$ cat src/shared/tmr_pkg.sv
package tmr_pkg;

    // ----------------------------------------------------------------
    // register map (byte addresses, one aligned word each)
    // ----------------------------------------------------------------
    localparam logic [11:0] TMR_OFF_CTRL    = 12'h000;
    localparam logic [11:0] TMR_OFF_COUNT   = 12'h004;
    localparam logic [11:0] TMR_OFF_COMPARE = 12'h008;
    localparam logic [11:0] TMR_OFF_FLAGS   = 12'h00c;
    localparam logic [11:0] TMR_OFF_PINCTL  = 12'h010;

    // ----------------------------------------------------------------
    // reset values and counter limits
    // ----------------------------------------------------------------
    localparam logic [7:0]  TMR_CTRL_RST    = 8'h00;
    localparam logic [7:0]  TMR_COUNT_RST   = 8'h00;
    localparam logic [7:0]  TMR_COMPARE_RST = 8'h00;
    localparam logic [7:0]  TMR_BOTTOM      = 8'h00;
    localparam logic [7:0]  TMR_MAX         = 8'hff;
    localparam logic [7:0]  TMR_ONE         = 8'h01;

    // ----------------------------------------------------------------
    // field positions outside the control word
    // ----------------------------------------------------------------
    localparam int unsigned TMR_FLG_CMP_BIT = 0;
    localparam int unsigned TMR_FLG_OVF_BIT = 1;
    localparam int unsigned TMR_PIN_DIR_BIT = 0;
    localparam int unsigned TMR_PIN_DAT_BIT = 1;
    localparam int unsigned TMR_CTRL_W      = 8;

    // ----------------------------------------------------------------
    // prescaler taps: a tap fires when the low bits are all ones
    // ----------------------------------------------------------------
    localparam int unsigned TMR_PRE_W       = 10;
    localparam logic [9:0]  TMR_TAP8_MASK    = 10'h007;
    localparam logic [9:0]  TMR_TAP64_MASK   = 10'h03f;
    localparam logic [9:0]  TMR_TAP256_MASK  = 10'h0ff;
    localparam logic [9:0]  TMR_TAP1024_MASK = 10'h3ff;
    localparam logic [9:0]  TMR_PRE_ONE      = 10'h001;

    typedef enum logic [1:0] {
        TMR_MODE_NORMAL = 2'b00,
        TMR_MODE_PHASE  = 2'b01,
        TMR_MODE_CLRMAT = 2'b10,
        TMR_MODE_FAST   = 2'b11
    } tmr_mode_t;

    typedef enum logic [1:0] {
        TMR_ACT_OFF    = 2'b00,
        TMR_ACT_TOGGLE = 2'b01,
        TMR_ACT_CLEAR  = 2'b10,
        TMR_ACT_SET    = 2'b11
    } tmr_act_t;

    typedef enum logic [2:0] {
        TMR_CS_STOP  = 3'b000,
        TMR_CS_DIV1  = 3'b001,
        TMR_CS_DIV8  = 3'b010,
        TMR_CS_DIV64 = 3'b011,
        TMR_CS_DIV256  = 3'b100,
        TMR_CS_DIV1024 = 3'b101,
        TMR_CS_EXTFALL = 3'b110,
        TMR_CS_EXTRISE = 3'b111
    } tmr_cs_t;

    // control word, bit 7 down to bit 0
    typedef struct packed {
        logic     force_compare_strobe;
        logic     wave_mode_lo;
        tmr_act_t out_action_sel;
        logic     wave_mode_hi;
        tmr_cs_t  clk_source_sel;
    } tmr_ctrl_t;

endpackage
$ cat src/rtl/tmr_timer8.sv
// Function
// - Mode 1 counts up BOTTOM to MAX then down to BOTTOM, repeating.
// - Dual-slope holds MAX one tick; eight-bit period is 510 ticks.
// - Dual-slope sets overflow flag at BOTTOM, not MAX.
// - Dual-slope action 10: clear on up match, set on down match.
// - Dual-slope action 11: set on up match, clear on down; 01 reserved.
// - Dual-slope compare BOTTOM gives constant low, MAX constant high; inverted opposite.
// - At MAX dual-slope output takes up-match result for symmetry, unless compare is MAX.
// - Per-mode TOP, compare update point and overflow point.
// - Mode low bit at control bit 6, high bit at bit 3.
// - Force strobe applies immediate match in non-PWM modes only.
// - Forced match sets no flag, clears no counter; strobe reads zero.
// - Nonzero action overrides pin; pin drives only with direction set.
// - Non-PWM action: 01 toggles, 10 clears, 11 sets.
// - Fast PWM: 10 clear on match set at TOP; 11 inverse.
// - PWM with compare equal TOP and high action bit: only TOP action.
// - Clock select: stop, div1, div8/64/256/1024, external fall, external rise.
// - External edges count even when the pin is an output.
// - Counter read/write; a write blocks match on the next tick.
// - Compare value compared continuously; match sets flag and drives wave.
// - Fully synchronous; timer tick is a one-cycle enable.
// - Clear-on-match mode clears counter at tick when count equals compare.
// - Normal mode wraps 0xFF to 0x00; overflow set when count becomes zero.
// - Fast PWM counts BOTTOM to MAX then restarts at BOTTOM.
// - Flags cleared by vector acknowledge or by writing one.
module tmr_timer8
    import tmr_pkg::*;
(
    input  wire logic        pclk,
    input  wire logic        presetn,
    input  wire logic        psel,
    input  wire logic        penable,
    input  wire logic        pwrite,
    input  wire logic [11:0] paddr,
    input  wire logic [31:0] pwdata,
    output logic      [31:0] prdata,
    output logic             pready,
    output logic             pslverr,
    input  wire logic        ext_count_pin,
    input  wire logic        ovf_vector_ack,
    input  wire logic        cmp_vector_ack,
    output logic             overflow_flag,
    output logic             compare_flag,
    output logic             compare_out_pin,
    output logic             compare_out_pin_oe_n
);

    // ----------------------------------------------------------------
    // state
    // ----------------------------------------------------------------
    tmr_ctrl_t             ctrl_ff;
    logic [7:0]            count_ff;
    logic [7:0]            cmp_buf_ff;
    logic [7:0]            cmp_act_ff;
    logic                  down_ff;
    logic                  block_ff;
    logic                  ovf_ff;
    logic                  cmpf_ff;
    logic                  oc_ff;
    logic [1:0]            pinctl_ff;
    logic [TMR_PRE_W-1:0]  pre_ff;
    logic                  ext_prev_ff;
    logic [31:0]           prdata_ff;

    // ----------------------------------------------------------------
    // decode
    // ----------------------------------------------------------------
    tmr_mode_t  mode;
    tmr_ctrl_t  wr_ctrl;
    logic       is_pwm;
    logic       wr_en;
    logic       rd_setup;
    logic       addr_hit;
    logic       wr_ctrl_en;
    logic       wr_count_en;
    logic       wr_cmp_en;
    logic       wr_flags_en;
    logic       wr_pin_en;
    logic       tick;
    logic       at_max;
    logic       at_bottom;
    logic       match_raw;
    logic       match;
    logic       force_pulse;
    logic       top_tick;
    logic       ovf_set;
    logic [7:0] nxt_count;
    logic       nxt_down;
    logic       nxt_oc;

    assign mode     = tmr_mode_t'({ctrl_ff.wave_mode_hi, ctrl_ff.wave_mode_lo});
    assign is_pwm   = ctrl_ff.wave_mode_lo;
    assign wr_ctrl  = tmr_ctrl_t'(pwdata[TMR_CTRL_W-1:0]);
    assign wr_en    = psel && penable && pwrite;
    assign rd_setup = psel && !penable && !pwrite;

    assign addr_hit = (paddr == TMR_OFF_CTRL) || (paddr == TMR_OFF_COUNT) ||
                      (paddr == TMR_OFF_COMPARE) || (paddr == TMR_OFF_FLAGS) ||
                      (paddr == TMR_OFF_PINCTL);

    assign wr_ctrl_en  = wr_en && (paddr == TMR_OFF_CTRL);
    assign wr_count_en = wr_en && (paddr == TMR_OFF_COUNT);
    assign wr_cmp_en   = wr_en && (paddr == TMR_OFF_COMPARE);
    assign wr_flags_en = wr_en && (paddr == TMR_OFF_FLAGS);
    assign wr_pin_en   = wr_en && (paddr == TMR_OFF_PINCTL);

    // zero-wait slave; unmapped addresses answer with an error
    assign pready  = 1'b1;
    assign pslverr = psel && penable && !addr_hit;
    assign prdata  = prdata_ff;

    // ----------------------------------------------------------------
    // output action helper, shared by forced and real matches
    // ----------------------------------------------------------------
    function automatic logic tmr_apply(input tmr_act_t act, input logic cur);
        logic res;
        res = cur;
        unique case (act)
            TMR_ACT_OFF:    res = cur;
            TMR_ACT_TOGGLE: res = !cur;
            TMR_ACT_CLEAR:  res = 1'b0;
            TMR_ACT_SET:    res = 1'b1;
        endcase
        return res;
    endfunction

    // ----------------------------------------------------------------
    // prescaler and tick select
    // ----------------------------------------------------------------
    // free running: the first prescaled tick after enabling lands anywhere
    // within one divider period
    always_ff @(posedge pclk or negedge presetn) begin
        if (!presetn) begin
            pre_ff <= '0;
        end else begin
            pre_ff <= pre_ff + TMR_PRE_ONE;
        end
    end

    // pin is sampled regardless of its direction setting
    always_ff @(posedge pclk or negedge presetn) begin
        if (!presetn) begin
            ext_prev_ff <= 1'b0;
        end else begin
            ext_prev_ff <= ext_count_pin;
        end
    end

    always_comb begin
        tick = 1'b0;
        unique case (ctrl_ff.clk_source_sel)
            TMR_CS_STOP:    tick = 1'b0;
            TMR_CS_DIV1:    tick = 1'b1;
            TMR_CS_DIV8:    tick = (pre_ff & TMR_TAP8_MASK) == TMR_TAP8_MASK;
            TMR_CS_DIV64:   tick = (pre_ff & TMR_TAP64_MASK) == TMR_TAP64_MASK;
            TMR_CS_DIV256:  tick = (pre_ff & TMR_TAP256_MASK) == TMR_TAP256_MASK;
            TMR_CS_DIV1024: tick = (pre_ff & TMR_TAP1024_MASK) == TMR_TAP1024_MASK;
            TMR_CS_EXTFALL: tick = ext_prev_ff && !ext_count_pin;
            TMR_CS_EXTRISE: tick = !ext_prev_ff && ext_count_pin;
        endcase
    end

    // ----------------------------------------------------------------
    // compare and counter sequencing
    // ----------------------------------------------------------------
    assign at_max    = count_ff == TMR_MAX;
    assign at_bottom = count_ff == TMR_BOTTOM;
    assign match_raw = count_ff == cmp_act_ff;
    assign match     = tick && match_raw && !block_ff;
    assign top_tick  = tick && at_max && is_pwm;
    assign force_pulse = wr_ctrl_en && wr_ctrl.force_compare_strobe && !wr_ctrl.wave_mode_lo;

    always_comb begin
        nxt_count = count_ff;
        nxt_down  = down_ff;
        ovf_set   = 1'b0;
        unique case (mode)
            TMR_MODE_NORMAL: begin
                nxt_count = count_ff + TMR_ONE;
                ovf_set   = at_max;
            end
            TMR_MODE_CLRMAT: begin
                nxt_count = (match_raw && !block_ff) ? TMR_BOTTOM : count_ff + TMR_ONE;
                ovf_set   = at_max;
            end
            TMR_MODE_FAST: begin
                nxt_count = count_ff + TMR_ONE;
                ovf_set   = at_max;
            end
            TMR_MODE_PHASE: begin
                if (!down_ff) begin
                    if (at_max) begin
                        nxt_down  = 1'b1;
                        nxt_count = count_ff - TMR_ONE;
                    end else begin
                        nxt_count = count_ff + TMR_ONE;
                    end
                end else begin
                    if (at_bottom) begin
                        nxt_down  = 1'b0;
                        nxt_count = count_ff + TMR_ONE;
                        ovf_set   = 1'b1;
                    end else begin
                        nxt_count = count_ff - TMR_ONE;
                    end
                end
            end
        endcase
    end

    // software write wins over the tick; a forced match never clears it
    always_ff @(posedge pclk or negedge presetn) begin
        if (!presetn) begin
            count_ff <= TMR_COUNT_RST;
            down_ff  <= 1'b0;
        end else if (wr_count_en) begin
            count_ff <= pwdata[7:0];
        end else if (tick) begin
            count_ff <= nxt_count;
            down_ff  <= is_pwm && !ctrl_ff.wave_mode_hi && nxt_down;
        end
    end

    always_ff @(posedge pclk or negedge presetn) begin
        if (!presetn) begin
            block_ff <= 1'b0;
        end else if (wr_count_en) begin
            block_ff <= 1'b1;
        end else if (tick) begin
            block_ff <= 1'b0;
        end
    end

    // ----------------------------------------------------------------
    // compare value: direct in non-PWM modes, buffered to TOP in PWM
    // ----------------------------------------------------------------
    always_ff @(posedge pclk or negedge presetn) begin
        if (!presetn) begin
            cmp_buf_ff <= TMR_COMPARE_RST;
        end else if (wr_cmp_en) begin
            cmp_buf_ff <= pwdata[7:0];
        end
    end

    always_ff @(posedge pclk or negedge presetn) begin
        if (!presetn) begin
            cmp_act_ff <= TMR_COMPARE_RST;
        end else if (!is_pwm) begin
            cmp_act_ff <= wr_cmp_en ? pwdata[7:0] : cmp_buf_ff;
        end else if (top_tick) begin
            cmp_act_ff <= cmp_buf_ff;
        end
    end

    // ----------------------------------------------------------------
    // waveform generator
    // ----------------------------------------------------------------
    always_comb begin
        nxt_oc = oc_ff;
        unique case (mode)
            TMR_MODE_NORMAL, TMR_MODE_CLRMAT: begin
                if (match) begin
                    nxt_oc = tmr_apply(ctrl_ff.out_action_sel, oc_ff);
                end
            end
            TMR_MODE_FAST: begin
                if (ctrl_ff.out_action_sel[1]) begin
                    if (top_tick) begin
                        nxt_oc = !ctrl_ff.out_action_sel[0];
                    end else if (match) begin
                        nxt_oc = ctrl_ff.out_action_sel[0];
                    end
                end
            end
            TMR_MODE_PHASE: begin
                // at MAX the level is the up-match result unless compare is MAX, so a period that
                // skipped its up match still ends symmetric around BOTTOM
                if (ctrl_ff.out_action_sel[1]) begin
                    if (top_tick) begin
                        nxt_oc = (cmp_buf_ff == TMR_MAX) ? !ctrl_ff.out_action_sel[0]
                                                         : ctrl_ff.out_action_sel[0];
                    end else if (match && down_ff && !at_bottom) begin
                        nxt_oc = !ctrl_ff.out_action_sel[0];
                    end else if (match) begin
                        nxt_oc = ctrl_ff.out_action_sel[0];
                    end
                end
            end
        endcase
    end

    always_ff @(posedge pclk or negedge presetn) begin
        if (!presetn) begin
            oc_ff <= 1'b0;
        end else if (force_pulse) begin
            oc_ff <= tmr_apply(wr_ctrl.out_action_sel, oc_ff);
        end else begin
            oc_ff <= nxt_oc;
        end
    end

    always_comb begin
        compare_out_pin_oe_n = !pinctl_ff[TMR_PIN_DIR_BIT];
        if (ctrl_ff.out_action_sel != TMR_ACT_OFF) begin
            compare_out_pin = oc_ff;
        end else begin
            compare_out_pin = pinctl_ff[TMR_PIN_DAT_BIT];
        end
    end

    // ----------------------------------------------------------------
    // control and pin registers
    // ----------------------------------------------------------------
    always_ff @(posedge pclk or negedge presetn) begin
        if (!presetn) begin
            ctrl_ff <= tmr_ctrl_t'(TMR_CTRL_RST);
        end else if (wr_ctrl_en) begin
            ctrl_ff <= wr_ctrl;
            ctrl_ff.force_compare_strobe <= 1'b0;
        end
    end

    always_ff @(posedge pclk or negedge presetn) begin
        if (!presetn) begin
            pinctl_ff <= 2'b00;
        end else if (wr_pin_en) begin
            pinctl_ff <= pwdata[1:0];
        end
    end

    // ----------------------------------------------------------------
    // flags: a set in the same cycle as a clear wins
    // ----------------------------------------------------------------
    always_ff @(posedge pclk or negedge presetn) begin
        if (!presetn) begin
            ovf_ff <= 1'b0;
        end else if (tick && ovf_set) begin
            ovf_ff <= 1'b1;
        end else if (ovf_vector_ack || (wr_flags_en && pwdata[TMR_FLG_OVF_BIT])) begin
            ovf_ff <= 1'b0;
        end
    end

    always_ff @(posedge pclk or negedge presetn) begin
        if (!presetn) begin
            cmpf_ff <= 1'b0;
        end else if (match) begin
            cmpf_ff <= 1'b1;
        end else if (cmp_vector_ack || (wr_flags_en && pwdata[TMR_FLG_CMP_BIT])) begin
            cmpf_ff <= 1'b0;
        end
    end

    assign overflow_flag = ovf_ff;
    assign compare_flag  = cmpf_ff;

    // ----------------------------------------------------------------
    // read data, captured in the setup cycle
    // ----------------------------------------------------------------
    always_ff @(posedge pclk or negedge presetn) begin
        if (!presetn) begin
            prdata_ff <= '0;
        end else if (rd_setup) begin
            prdata_ff <= '0;
            unique case (paddr)
                TMR_OFF_CTRL:    prdata_ff[7:0] <= ctrl_ff;
                TMR_OFF_COUNT:   prdata_ff[7:0] <= count_ff;
                TMR_OFF_COMPARE: prdata_ff[7:0] <= cmp_buf_ff;
                TMR_OFF_FLAGS:   prdata_ff[1:0] <= {ovf_ff, cmpf_ff};
                TMR_OFF_PINCTL:  prdata_ff[1:0] <= pinctl_ff;
                default:         prdata_ff <= '0;
            endcase
        end
    end
endmodule

$ cat config.mk
export PLATFORM = sky130hd
export DESIGN_NAME = tmr_timer8
export DESIGN_NICKNAME = d
export VERILOG_FILES = /design/src/shared/tmr_pkg.sv /design/src/rtl/tmr_timer8.sv
export SDC_FILE = /design/constraint.sdc
export NUM_CORES = 1
export LEC_CHECK = 0
export BUFFER_PORTS_ARGS = -buffer_cell sky130_fd_sc_hd__buf_2
export CAP_MARGIN = 0
export CORE_ASPECT_RATIO = 1.25
export CORE_MARGIN = 1
export CORE_UTILIZATION = 59
export DETAILED_ROUTE_END_ITERATION = 16
export PLACE_DENSITY = 0.89
export SYNTH_ARGS = -nofsm -noshare
export SYNTH_HDL_FRONTEND = slang
export SYNTH_SLANG_ARGS = --single-unit
$ cat constraint.sdc
create_clock -name pclk -period 4 [get_ports pclk]
set_input_delay 0.4 -clock pclk [delete_from_list [all_inputs] [get_ports pclk]]
set_output_delay 0.4 -clock pclk [all_outputs]
set_load 0.01 [all_outputs]
-- Word level (Yosys, flattened, before mapping)
Cells that the tools add are included.
- $add $sub $neg: 3
- equal/unequal tests: 33
- multiplexer cells: 39
- bitwise gates (word level): 1
- reduce and logical (&&, ||, !) cells: 59
- operator list (cell ; number):
    two-way mux 8 bit ; 9
    logical AND 1 bit ; 26
    == test 12 x 4 -> 1 bit, second input constant ; 2
    == test 8 bit, second input constant ; 3
    one-hot mux 8 bit (3 select lines) ; 1
    two-way mux 1 bit ; 22
    one-hot mux 6 bit (3 select lines) ; 1
    == test 3 bit, second input constant ; 5
    == test 12 x 3 -> 1 bit, second input constant ; 1
    == test 12 x 5 -> 1 bit, second input constant ; 1
    == test 2 bit, second input constant ; 6
    zero test 1 bit ; 12
    zero test 12 bit ; 1
    inequality test 3 bit, second input constant ; 4
    adder 10 x 1 -> 10 bit, second input constant ; 1
    == test 10 bit, second input constant ; 1
    one-hot mux 2 bit (5 select lines) ; 1
    one-hot mux 1 bit (3 select lines) ; 3
    adder 8 x 1 -> 8 bit, second input constant ; 1
    == test 8 bit ; 1
    zero test 8 bit ; 1
    one-hot mux 1 bit (8 select lines) ; 1
    nonzero test 2 bit ; 4
    subtractor 8 x 1 -> 8 bit, second input constant ; 1
    15 further kinds ; 26
- input bits: 52
- output and inout bits: 38
- register bits after elaboration: 57

-- Depth between registers and ports, before layout
- word-level depth: 12
- gate-level depth with buffers: 9
- depth with buffers taken out: 8

-- Worst setup path before layout
OpenSTA, ideal clock, no wires.
- path type: reg2reg
- start: reg count_ff[1]
- end: reg oc_ff
- path slack: 1.685 ns
- arrival time: 2.175 ns
- period minus slack after synthesis: 2.315 ns
- stages on the path, launching flop included: 8
- data required time: 3.860 ns
- cell sequence: dfrtp_1 > ha_1 > nand4_2 > or4_4 > xor2_1 > o21ai_1 > a2111oi_0 > o32ai_2
- cells in the longest elaborated chain, start to end: 10
- RTL lines (what ; line ; source):
    start, declared ; tmr_timer8.sv:52 ; logic [7:0] count_ff;
    start signal, assigned ; tmr_timer8.sv:217 ; count_ff <= pwdata[7:0];
    start signal, assigned ; tmr_timer8.sv:219 ; count_ff <= nxt_count;
    == test 8 bit ; tmr_timer8.sv:168 ; assign match_raw = count_ff == cmp_act_ff;
    logical AND 1 bit (2 in a row) ; tmr_timer8.sv:169 ; assign match = tick && match_raw && !block_ff;
    logical AND 1 bit (2 in a row) ; tmr_timer8.sv:282 ; end else if (match && down_ff && !at_bottom) begin
    two-way mux 1 bit ; tmr_timer8.sv:282 ;
    two-way mux 1 bit ; tmr_timer8.sv:279 ; if (top_tick) begin
    two-way mux 1 bit ; tmr_timer8.sv:278 ; if (ctrl_ff.out_action_sel[1]) begin
    one-hot mux 1 bit (3 select lines) ; tmr_timer8.sv:260 ; unique case (mode)
    two-way mux 1 bit ; tmr_timer8.sv:295 ; end else if (force_pulse) begin
    end signal, assigned ; tmr_timer8.sv:296 ; oc_ff <= tmr_apply(wr_ctrl.out_action_sel, oc_ff);
    end signal, assigned ; tmr_timer8.sv:298 ; oc_ff <= nxt_oc;
    end, declared ; tmr_timer8.sv:59 ; logic oc_ff;
Parallel ways exist; a longest one is shown, timed or not. The select of a mux whose other input is x is not followed.
A chain may end at the register's enable or synchronous reset.

-- Worst setup path in the final report
- start: reg count_ff[0]
- end: reg oc_ff
The elaborated chain is that of the path after synthesis.

==> impl_metrics.csv <==
group,metric,value,unit
run_status,outcome,"completed",
global_routing,grt_max_degree,39,
pwr,ir_drop,0.000176,V
synth,synth.top_cells.by_area,"dfrtp_1, buf_4, mux2_2",
setup_path,crit_arrival,3.13,ns
final_layout,final_cells,539,
timing,slew_headroom,0.571,
global_routing,grt_use_total,0.315,
timing,fmax,340,MHz
pwr,intPower,0.000828,W
synth,netlist_area,0.00385,sq mm
timing,fin_worst_skew,0.0152,ns
synth,avgSynthCellArea,9.22,sq um
synth,seq_area_frac_synth,0.370,
global_routing,grt_overflow,0,
global_routing,grt_pass1_vias,3329,
clock_network,cts.sinks,57,
place,place_area,0.00398,sq mm
timing,timing.final.crit_share,0.735,
synth,synth_most_common_cell,"dfrtp_1",
timing,hold_viol,0,
global_routing,grt_pass1_wl,16000,um
drt,viasPerCell,6.28,
synth,yosysTopAreaCellShare,0.370,
drt,wl,10100,um
drt,drt_iter0_drc,387,
timing,drv_slew,0,
timing,tightestPinTransition,0.627,ns
place,portBuffers,40,
synth,synthArstFlopShare,1.00,
setup_path,critPathKind,"flop to flop",
synth,yosysWarnings,0,
final_layout,fin_nets,512,
timing,setup_tns,0,ns
place,placed_cells,525,
pwr,clkPwrFrac,0.390,
clock_network,h-tree-depth,3,
drt,antenna_left,0,
final_layout,drive_gt1_frac,0.196,
floorplanning,ioPinCount,90,
timing,rsz0062_at_grt,"false",
final_layout,final_area,0.00413,sq mm
final_layout,area_growth,7.14,%
timing,holdWs,0.000644,ns
clock_network,cts_made_buffers,9,
drt,drc,0,
drt,drt_first_pass_iters,5,
drt,routedWlPerCell,18.6,um
clock_network,cts_tree,"built",
pwr,powerDensity,272,mW/mm^2
place,place_congestion,0.929,
pwr,seqPwrFrac,0.524,
pwr,switchingPower,0.000296,W
final_layout,antenna_cells,0,
setup_path,cp_data_required_time,4.19,ns
floorplanning,core_region_area,0.00625,sq mm
clock_network,cts_resized,0,
min_path,hold_class,"input pin to asynchronous set/reset pin",
synth,ys_top_cells_by_count,"dfrtp_1, nand2_1, nor2_1, a21oi_1, buf_4",
clock_network,clk_root_buffer_cell,"clkbuf_8",
floorplanning,initial_core_util,0.617,
global_routing,antenna_found_initial,0,
timing,setup_viol,0,
floorplanning,rows,32,
floorplanning,die_h,92.4,um
clock_network,cts_hold_buf,0,
synth,synthCells,418,
pwr,p_comb_frac,0.086,
clock_network,clk-insertion-delay-late,0.34,ns
drt,via_count,3385,
setup_path,critPathCaptureType,"flop",
flow_run,cap_violations,0,
pwr,leakagePower,2.04,nW
synth,synth_cell_type_count,68,
synth,synth_ff_type,"dfrtp_1",
floorplanning,die_area,0.00686,sq mm
timing,min_period,2.94,ns
pwr,p_sw_frac,0.263,
setup_path,critPathLaunchType,"flop",
clock_network,clk_pin_slew,0.06,ns
final_layout,utilization,0.661,
synth,synth_top_area_cell,"dfrtp_1",
synth,synth_edf_count,0,
setup_path,crit_fanout,9,
floorplanning,die_x,74.3,um
synth,synth_seq_cells,57,
clock_network,clk_path_buf_depth,2,
place,hpwlAfterDp,7180,um
clock_network,cts_setup_buffers,0,
[area by class of cell]
type                            instances  area [sq um]
Multi-Input combinational cell        326          2170
Fill cell                             523          2120
Sequential cell                        57          1430
Timing Repair Buffer                   42           215
Clock buffer                           10           128
Tap cell                               85           106
Inverter                               15          56.3
Clock inverter                          4          22.5
[through the flow]
stage / total power (W) / worst slack [ns]
floorplan: 0.000669 / 1.68
global placement: 0.000690 / 1.32
detailed placement: 0.000693 / 1.20
CTS: 0.00113 / 1.19
global route: 0.00116 / 1.07
finish: 0.00112 / 1.06
[cells in the final DEF, fill, tap and decap left out, types with 3 or more instances in the layout]
cell type / n
a21oi_1: 26
nor3_1: 7
xor2_1: 14
nor2b_1: 6
buf_2: 40
nand3_1: 15
conb_1: 25
o22ai_1: 5
o21ai_0: 16
xnor2_1: 11
ha_1: 9
dfrtp_1: 57
o31ai_1: 7
mux2_2: 16
a21boi_0: 3
nand4_1: 3
or3_1: 3
nor3b_1: 3
nand2b_1: 4
clkbuf_8: 9
nand2_1: 37
nor2_1: 36
and3_1: 8
nand3b_1: 3
mux2i_1: 13
inv_1: 15
clkinv_2: 3
[cell families (layout without fill, tap and decap cells)]
| family | count (synthesis) | after routing | synth area share |
|---|---|---|---|
| buffers and inverters | 58 | 71 | 0.0880 |
| AOI/OAI and AO/OA | 91 | 91 | 0.160 |
| and+or+nand+nor | 144 | 144 | 0.198 |
| muxes | 32 | 32 | 0.0951 |
| other | 2 | 25 | 0.00195 |
| adders and majority gates | 9 | 9 | 0.0292 |
| xor gates and xnor gates | 25 | 25 | 0.0568 |
| DFF | 57 | 57 | 0.370 |
[critical path, stage by stage, from the launching register on]
cell	delay (ns)
dfrtp_1	0.58
ha_1	0.36
nand4_2	0.20
or4_4	0.57
xor2_1	0.19
o21ai_1	0.11
a2111oi_0	0.61
o32ai_2	0.17
[power groups by stage]
stage / Clock (W) / Sequential, W / Combinational, W
6_report: 0.000438 / 0.000589 / 0.0000961
3_3_place_gp: 0 / 0.000599 / 0.0000912
3_5_place_dp: 0 / 0.000599 / 0.0000935
5_1_grt: 0.000470 / 0.000590 / 0.000106
4_1_cts: 0.000443 / 0.000589 / 0.0000945
2_1_floorplan: 0 / 0.000597 / 0.0000719
[final timing paths]
check / start / to / slack (ns) / cells past startpoint
min in group pclk: ext_count_pin / ext_prev_ff / 0.20 / 1
worst min-delay path: presetn / pre_ff[4] / 0.0006 / 1
worst max-delay path: count_ff[0] / oc_ff / 1.06 / 7
worst min register to register: prdata[1] / prdata[1] / 0.47 / 2
max in group asynchronous: presetn / count_ff[2] / 3.14 / 2
worst max register to register: count_ff[0] / oc_ff / 1.06 / 7
[per-layer routing]
metal  vias up  wire, um  track usage
li1       1510         -            -
met1      1634      3850        0.374
met2       188      5090        0.520
met3        53       748       0.0762
met4         0       367        0.164
met5         -         0            0
[flip-flops by register name, indices dropped and copies added, names as in the netlist]
name and flops:
count_ff 8, oc_ff 1, prdata 8, block_ff 1, cmp_buf_ff 8, ext_prev_ff 1
is_pwm 1, overflow_flag 1, pinctl_ff 2, down_ff 1, compare_flag 1, pre_ff 10
ctrl_ff 6, cmp_act_ff 8
Power figures use the tool's default switching activity.
